### config.mk
export PLATFORM = sky130hd
export DESIGN_NAME = ebi_card_nand_strobe_mux
export DESIGN_NICKNAME = d
export VERILOG_FILES = /design/src/hdl/strobe_mux_pkg.sv /design/src/hdl/ebi_card_nand_strobe_mux.sv /design/src/hdl/card_mode_decode.sv
export SDC_FILE = /design/constraint.sdc
export NUM_CORES = 1
export LEC_CHECK = 0
export ABC_CLOCK_PERIOD_IN_PS = 800
export BUFFER_PORTS_ARGS = -buffer_cell sky130_fd_sc_hd__buf_2
export CORE_ASPECT_RATIO = 1.5
export CORE_MARGIN = 2
export CORE_UTILIZATION = 30
export DETAILED_ROUTE_END_ITERATION = 8
export PLACE_DENSITY_LB_ADDON = 0.12
export REMOVE_ABC_BUFFERS = 1
export SLEW_MARGIN = 20
export SYNTH_ARGS = -nofsm -noshare
export SYNTH_HDL_FRONTEND = slang
export SYNTH_HIERARCHICAL = 1
export SYNTH_SLANG_ARGS = --single-unit
### constraint.sdc
create_clock -name clk_sys -period 0.8 [get_ports clk_sys]
set_input_delay 0.04 -clock clk_sys [delete_from_list [all_inputs] [get_ports clk_sys]]
set_output_delay 0.04 -clock clk_sys [all_outputs]
set_load 0.05 [all_outputs]
### src/hdl/strobe_mux_pkg.sv
package strobe_mux_pkg;

    // Transfer address regions, top nibble of the 32-bit system address.
    localparam logic [3:0] REGION_FLASH = 4'h4;
    localparam logic [3:0] REGION_SLOT0 = 4'h5;
    localparam logic [3:0] REGION_SLOT1 = 4'h6;
    localparam int         REGION_MSB   = 31;
    localparam int         REGION_LSB   = 28;

    // Mode field position in the transfer address.
    localparam int MODE_MSB = 23;
    localparam int MODE_LSB = 21;

    // Mode codes of the card address space.
    localparam logic [2:0] MODE_ATTRIB  = 3'h0;
    localparam logic [2:0] MODE_COMMON  = 3'h2;
    localparam logic [2:0] MODE_IO      = 3'h4;
    localparam logic [2:0] MODE_IDE     = 3'h6;
    localparam logic [2:0] MODE_ALT_IDE = 3'h7;

    // Inactive and active levels of the low-true strobes.
    localparam logic STROBE_OFF = 1'b1;
    localparam logic STROBE_ON  = 1'b0;

    // Address bit that shares its pin with the card direction signal.
    localparam int ADDR_SHARED_BIT = 25;

    // Strobes coming from the static memory controller, all active low.
    typedef struct packed {
        logic read_n;
        logic write0_n;
        logic byte0_n;
        logic byte1_n;
        logic byte3_n;
        logic cs3_n;
        logic cs4_n;
        logic cs5_n;
    } static_strobes_t;

    // Values presented on the shared and dedicated pins.
    typedef struct packed {
        logic read_oe_n;
        logic write0_we_n;
        logic byte1_ioread_n;
        logic byte3_iowrite_n;
        logic a25_rnw;
        logic cs4_slot0_n;
        logic cs5_slot1_n;
        logic byte_enable_low_n;
        logic byte_enable_high_n;
        logic flash_oe_n;
        logic flash_we_n;
    } pin_values_t;

endpackage

### src/hdl/ebi_card_nand_strobe_mux.sv
`timescale 1ns/1ps
`default_nettype none


// How the block sits in the external bus path.
// The static memory controller produces one set of low-true strobes and chip selects.
// This block decides, cycle by cycle, what each shared pin shows to the board.
// A card access is recognised only when three things agree at once.
// The slot must be assigned, the address must lie in the slot's region,
// and the slot's chip select must be low in the same cycle.
// Requiring the chip select keeps a stale address from steering the pins.
// The controller may leave the last address on the bus between accesses.
// Without the chip select term the shared pins would stay in card meaning then.
// Other memories on the shared pins would then see card strobes instead of plain ones.
//
// Card modes come from three address bits inside the card region.
// Codes that are not I/O or IDE fall back to the memory strobes.
// That choice keeps an unexpected code from ever driving the I/O strobes.
// The I/O strobes can change the state of a card register, so a read there is not harmless.
// True IDE and its alternate form behave alike on these pins.
//
// Flash steering is independent of the card steering.
// Its strobes are live only while chip select three is low in its region.
// One clock after the address leaves that region the flash strobes return high.
// The flash device tells command, address and data apart by address lines alone.
// Flash steering therefore never looks at the latch address bits.
//
// Every pin value is registered, so each pin changes one clock after its inputs.
// The register stops decode glitches from reaching the board.
// The price is one cycle of latency on every strobe and select.
// The controller waveforms are many cycles long, so the shift is harmless.
// Chip select and strobe both move by the same cycle, so their overlap is kept.
//
// Reset parks every low-true pin high and the shared address pin high too.
// No memory on the board can be selected while reset is low.
// The card direction pin is high at rest, which points the buffers towards the controller.
//
// The status outputs tell a watcher whether a card access is under way.
// They also give the decoded mode of that access.
// Outside card accesses the mode reads as zero.
module ebi_card_nand_strobe_mux
    import strobe_mux_pkg::*;
(
    input  wire logic            clk_sys,
    input  wire logic            rst_n,
    input  wire static_strobes_t ctrl_strobes,
    input  wire logic [31:0]     transfer_addr,
    input  wire logic            slot0_assign_bit,
    input  wire logic            slot1_assign_bit,
    input  wire logic            flash_assign_bit,
    output pin_values_t          pins,
    output logic                 card_access,
    output logic [2:0]           card_mode
);

    // Region hits of the current transfer address.
    logic        in_slot0;
    logic        in_slot1;
    logic        in_flash;

    // A card access needs the region hit and the slot's chip select together.
    logic        card_sel;

    // Mode field of the card address space.
    logic [2:0]  mode;

    // Card strobes as the mode decoder gives them.
    logic        mem_oe_n;
    logic        mem_we_n;
    logic        io_rd_n;
    logic        io_wr_n;

    // Next values of the output registers.
    pin_values_t next_pins;
    logic        next_card_access;
    logic [2:0]  next_card_mode;

    // Region decode of the transfer address.
    always_comb begin
        in_slot0 = slot0_assign_bit
                   && transfer_addr[REGION_MSB:REGION_LSB] == REGION_SLOT0;
        in_slot1 = slot1_assign_bit
                   && transfer_addr[REGION_MSB:REGION_LSB] == REGION_SLOT1;
        in_flash = flash_assign_bit
                   && transfer_addr[REGION_MSB:REGION_LSB] == REGION_FLASH;
        card_sel = (in_slot0 && ctrl_strobes.cs4_n == STROBE_ON)
                   || (in_slot1 && ctrl_strobes.cs5_n == STROBE_ON);
        mode     = transfer_addr[MODE_MSB:MODE_LSB];
    end

    // Per-mode card strobe generation.
    // The decoder idles all four strobes when no card access is selected.
    card_mode_decode u_mode (
        .mode     (mode),
        .selected (card_sel),
        .read_n   (ctrl_strobes.read_n),
        .write0_n (ctrl_strobes.write0_n),
        .mem_oe_n (mem_oe_n),
        .mem_we_n (mem_we_n),
        .io_rd_n  (io_rd_n),
        .io_wr_n  (io_wr_n)
    );

    // Pin multiplexing: card strobes on card access, plain strobes otherwise.
    // Defaults park every pin high so that no path can leave a pin undriven.
    always_comb begin
        next_pins = '{default: STROBE_OFF};
        if (card_sel) begin
            next_pins.read_oe_n       = mem_oe_n;
            next_pins.write0_we_n     = mem_we_n;
            next_pins.byte1_ioread_n  = io_rd_n;
            next_pins.byte3_iowrite_n = io_wr_n;
            next_pins.a25_rnw         = ctrl_strobes.write0_n;
        end else begin
            next_pins.read_oe_n       = ctrl_strobes.read_n;
            next_pins.write0_we_n     = ctrl_strobes.write0_n;
            next_pins.byte1_ioread_n  = ctrl_strobes.byte1_n;
            next_pins.byte3_iowrite_n = ctrl_strobes.byte3_n;
            next_pins.a25_rnw         = transfer_addr[ADDR_SHARED_BIT];
        end
        // Chip select pins: slot selects share chip select timing.
        next_pins.cs4_slot0_n = ctrl_strobes.cs4_n;
        next_pins.cs5_slot1_n = ctrl_strobes.cs5_n;
        if (card_sel) begin
            next_pins.byte_enable_low_n  = ctrl_strobes.byte0_n;
            next_pins.byte_enable_high_n = ctrl_strobes.byte1_n;
        end
        // Flash strobes only while chip select three is active in its region.
        if (in_flash && ctrl_strobes.cs3_n == STROBE_ON) begin
            next_pins.flash_oe_n = ctrl_strobes.read_n;
            next_pins.flash_we_n = ctrl_strobes.write0_n;
        end
        next_card_access = card_sel;
        next_card_mode   = card_sel ? mode : MODE_ATTRIB;
    end

    // Output registers; reset leaves every strobe inactive high.
    // Every output comes straight from these flip-flops, so no decode glitch escapes.
    always_ff @(posedge clk_sys or negedge rst_n) begin
        if (!rst_n) begin
            pins        <= '{default: STROBE_OFF};
            card_access <= 1'b0;
            card_mode   <= MODE_ATTRIB;
        end else begin
            pins        <= next_pins;
            card_access <= next_card_access;
            card_mode   <= next_card_mode;
        end
    end

endmodule

`default_nettype wire

### src/hdl/card_mode_decode.sv
`timescale 1ns/1ps
`default_nettype none

// Decodes the card access mode and gives the four card strobes for one slot.
module card_mode_decode
    import strobe_mux_pkg::*;
(
    input  wire logic [2:0] mode,
    input  wire logic       selected,
    input  wire logic       read_n,
    input  wire logic       write0_n,
    output logic            mem_oe_n,
    output logic            mem_we_n,
    output logic            io_rd_n,
    output logic            io_wr_n
);

    // Strobe steering by mode; everything idle when the slot is not selected.
    always_comb begin
        mem_oe_n = STROBE_OFF;
        mem_we_n = STROBE_OFF;
        io_rd_n  = STROBE_OFF;
        io_wr_n  = STROBE_OFF;
        if (selected) begin
            case (mode)
                MODE_IO: begin
                    io_rd_n = read_n;
                    io_wr_n = write0_n;
                end
                MODE_IDE, MODE_ALT_IDE: begin
                    mem_oe_n = STROBE_ON;
                    io_rd_n  = read_n;
                    io_wr_n  = write0_n;
                end
                default: begin
                    mem_oe_n = read_n;
                    mem_we_n = write0_n;
                end
            endcase
        end
    end

endmodule

`default_nettype wire

==> metrics.md <==
| Metric | Value |
|---|---|
| Clock network power share | `0.258` |
| Top cell type's share of synthesized area | `0.451` |
| Switching share of total power | `0.251` |
| Crit-path max cell delay | `0.55 ns` |
| Final Power | `~0.0016 W` |
| Maximum number of pins on one net before global-route repair | `16` |
| Core Region | `just over 2000 sq um` |
| Avg WL per Cell | `~11 um` |
| Design Area, Final | `between 1000 and 1500 sq um` |
| Die Outline Area | `between 2000 and 3000 sq um` |
| Grt total ovfl | `0` |
| Worst setup path category | `reg -> out` |
| Max IR drop VDD | `around 0.0009 V` |
| Buffers and inverters on the worst path | `1` |
| Cell count after synthesis | `between 40 and 50` |
| Hold_ws | `-0.0145 ns` |
| Iteration-0 DRC count of the detailed router | `3` |
| Number of I/O pins | `60` |
| Filler Cells Inserted | `roughly 190` |
| Hold_buf cts | `7` |
| Areal power density over the cells | `around 1400 nW/um^2` |
| Vertical die dimension | `about 60 um` |
| Vias in the first global route | `552` |
| Row Count | `20` |
| Failing checks | `negative hold slack, negative setup slack` |
| Last weighted congestion value of the routability-driven placer | `~0.7` |
| Pre-CTS setup slack | `-0.435 ns` |
| Warnings, synthesis | `6` |
| Leading cell type in the layout, fill and taps excluded | `sky130_fd_sc_hd__buf_2` |
| DRC errors left | `0` |
| Cell with the largest stage delay on the worst path | `sky130_fd_sc_hd__dfstp_2` |
| Hold path depth | `3` |
| Flop and latch count out of synthesis | `15` |
| Global-route wire length before repair | `around 2300 um` |
| Total global routing track utilization | `0.128` |
| Number of detailed-route iterations in the first pass | `2` |
| Met2 capacity usage during global routing | `0.248` |
| Cell-internal power | `0.00118 W` |
| Clock tree from TritonCTS | `yes` |
| Hold Vio Cnt, Final | `2` |
| Peak clock frequency supported by timing | `around 1 GHz` |
| Kind of capture point of the worst setup path | `primary output` |
| Layout overhead on the synthesized area | `79.3%` |
| Final setup slack of the worst path | `-0.198 ns` |
| Area taken by flip-flops and latches | `~390 sq um` |
| Instance count after placement with tap cells included | `110` |
| Worst path depth | `1` |
| Data arrival time of the critical path | `around 0.96 ns` |
| Final critical-path share of the clock period | `1.25` |
| Die Wd | `around 42 um` |
| Number of antenna-violating nets in the routed design | `0` |
| Final critical-path required period | `0.998 ns` |
| Worst slew pin tran | `0.369 ns` |
| Cell types occupying the most area after synthesis | `sky130_fd_sc_hd__dfstp_2 45%, sky130_fd_sc_hd__dfrtp_1 16%, sky130_fd_sc_hd__mux2_4 9.4%` |
| Number of buffer cells added on primary ports | `35` |
| Detailed-route wire length | `between 1000 and 1500 um` |
| Seq/Total Area, Yosys | `0.607` |
| HPWL after DPL | `about 1100 um` |
| Antenna violations before repair | `0` |
| Max-cap violation count | `0` |
| Classification of the worst-slack hold path | `in -> reg` |
| Layout cell share with drive strength beyond 1 | `0.697` |
| Setup repair after global routing missed its margin | `true` |
| Final count of negative-setup-slack endpoints | `20` |
| Met3 usage | `0.0208` |
| Area taken by multi-input logic gates | `around 240 sq um` |
| Synthesized area divided by synthesized cell count | `about 14 sq um` |
| Data required time at the worst endpoint | `roughly 0.76 ns` |
| Family of cells with the greatest summed delay on the critical path | `flip-flops` |
| Psw | `0.000395 W` |
| Antenna diode instance count | `0` |
| Post-Place Cell Area | `between 800 and 900 sq um` |
| Cell taking the most area after synthesis | `sky130_fd_sc_hd__dfstp_2` |
| CTS max path bufs | `2` |
| CTS Sinks | `15` |
| Leakage power of the design | `~0.57 nW` |
| Total via count in the routed design | `roughly 550` |
| Cells along the critical path | `buf_8` |
| H-Tree Level Count | `1` |
| Detail-routed via count per cell | `around 4.5` |
| Master cell of the clock root buffer | `sky130_fd_sc_hd__clkbuf_4` |
| Initial standard-cell utilization of the core | `0.316` |
| Logic pwr share | `0.224` |
| Run status | `finished with violations` |
| CP Launch Type | `flop` |
| Global-route layer with the greatest usage | `met2` |
| Distinct cell type count after synthesis | `18` |
| M1 GR Usage | `0.125` |
| Crit Path Max Fanout | `1` |
| Num CTS Buffers | `3` |
| Nets | `around 150` |
| Slew Viols, Final | `0` |
| Non-filler instance count after layout | `121` |
| Post-Syn Area | `about 640 sq um` |
| Commonest cells after routing, fill and taps aside | `18 x sky130_fd_sc_hd__buf_2, 11 x sky130_fd_sc_hd__dfstp_2, 10 x sky130_fd_sc_hd__buf_8` |
| End-of-flow core utilization | `0.567` |
| Worst slew margin | `0.752` |
| Clock slew at the register clock pins of the worst setup and hold paths | `roughly 0.080 ns` |
| Sequential group share of total power | `0.518` |
## synthesized netlist by cell type (all sizes together)
cell type and instances:
and4bb 2, inv 4, nor2b 1, nor4 1
nand2b 6, nand3 2, a32oi 1, mux2 5
a21bo 1, dfstp 11, nor2 3, buf 1
dfrtp 4, and2b 1, or2 2, o21bai 1
## per-layer routing
metal	up-vias	part of all wire	wire, um
li1	259	-	-
met1	259	0.30	418
met2	24	0.61	833
met3	4	0.064	88
met4	0	0.023	31
met5	-	0	0
## sequential cells by signal, summed over array words and instances, names as in the netlist
register / cells
card_access: 1
pins: 11
card_mode: 3
## path summary, 6_finish.rpt
check | from | endpoint | slack, ns
worst max-delay path | pins[5] | pins[5] | -0.20
worst min-delay path | transfer_addr[28] | pins[0] | -0.01
max in group asynchronous | rst_n | pins[5] | 0.32
min in group asynchronous | rst_n | card_mode[2] | 0.19
## per-stage QoR
step	setup TNS, ns	hold slack (ns)
2_1_floorplan	-2.17	-0.256
6_report	-2.56	-0.0145
4_1_cts	-2.72	-0.0167
3_5_place_dp	-2.62	-0.0488
5_1_grt	-3.21	-0.0161
3_3_place_gp	-2.58	-0.0490
## repair_timing
action,CTS,global route
gates cloned,0,0
pin swaps,5,0
setup buffers,1,0
endpoints found under the hold margin,23,2
resized for setup,45,2
endpoints found under the setup margin,20,19
## power groups by stage
stage	clock [W]	combinational, W	sequential, W
2_1_floorplan	0	0.0000528	0.000912
3_3_place_gp	0	0.000271	0.000816
5_1_grt	0.000463	0.000372	0.000820
3_5_place_dp	0	0.000272	0.000818
4_1_cts	0.000429	0.000352	0.000815
6_report	0.000406	0.000352	0.000815
## layout make-up
cell class / instances / share of cell area
Clock buffer: 4 / 0.0229
Inverter: 4 / 0.0131
Multi-Input combinational cell: 26 / 0.210
Sequential cell: 15 / 0.339
Tap cell: 22 / 0.0240
Timing Repair Buffer: 50 / 0.391
## cells by family after synthesis
kind of cell / share of synthesized area
multiplexers: 0.111
flip-flops: 0.607
AO/OA/AOI/OAI: 0.0469
buffers and inverters: 0.0410
AND/OR/NAND/NOR: 0.193
(Power assumes the default switching activity.)
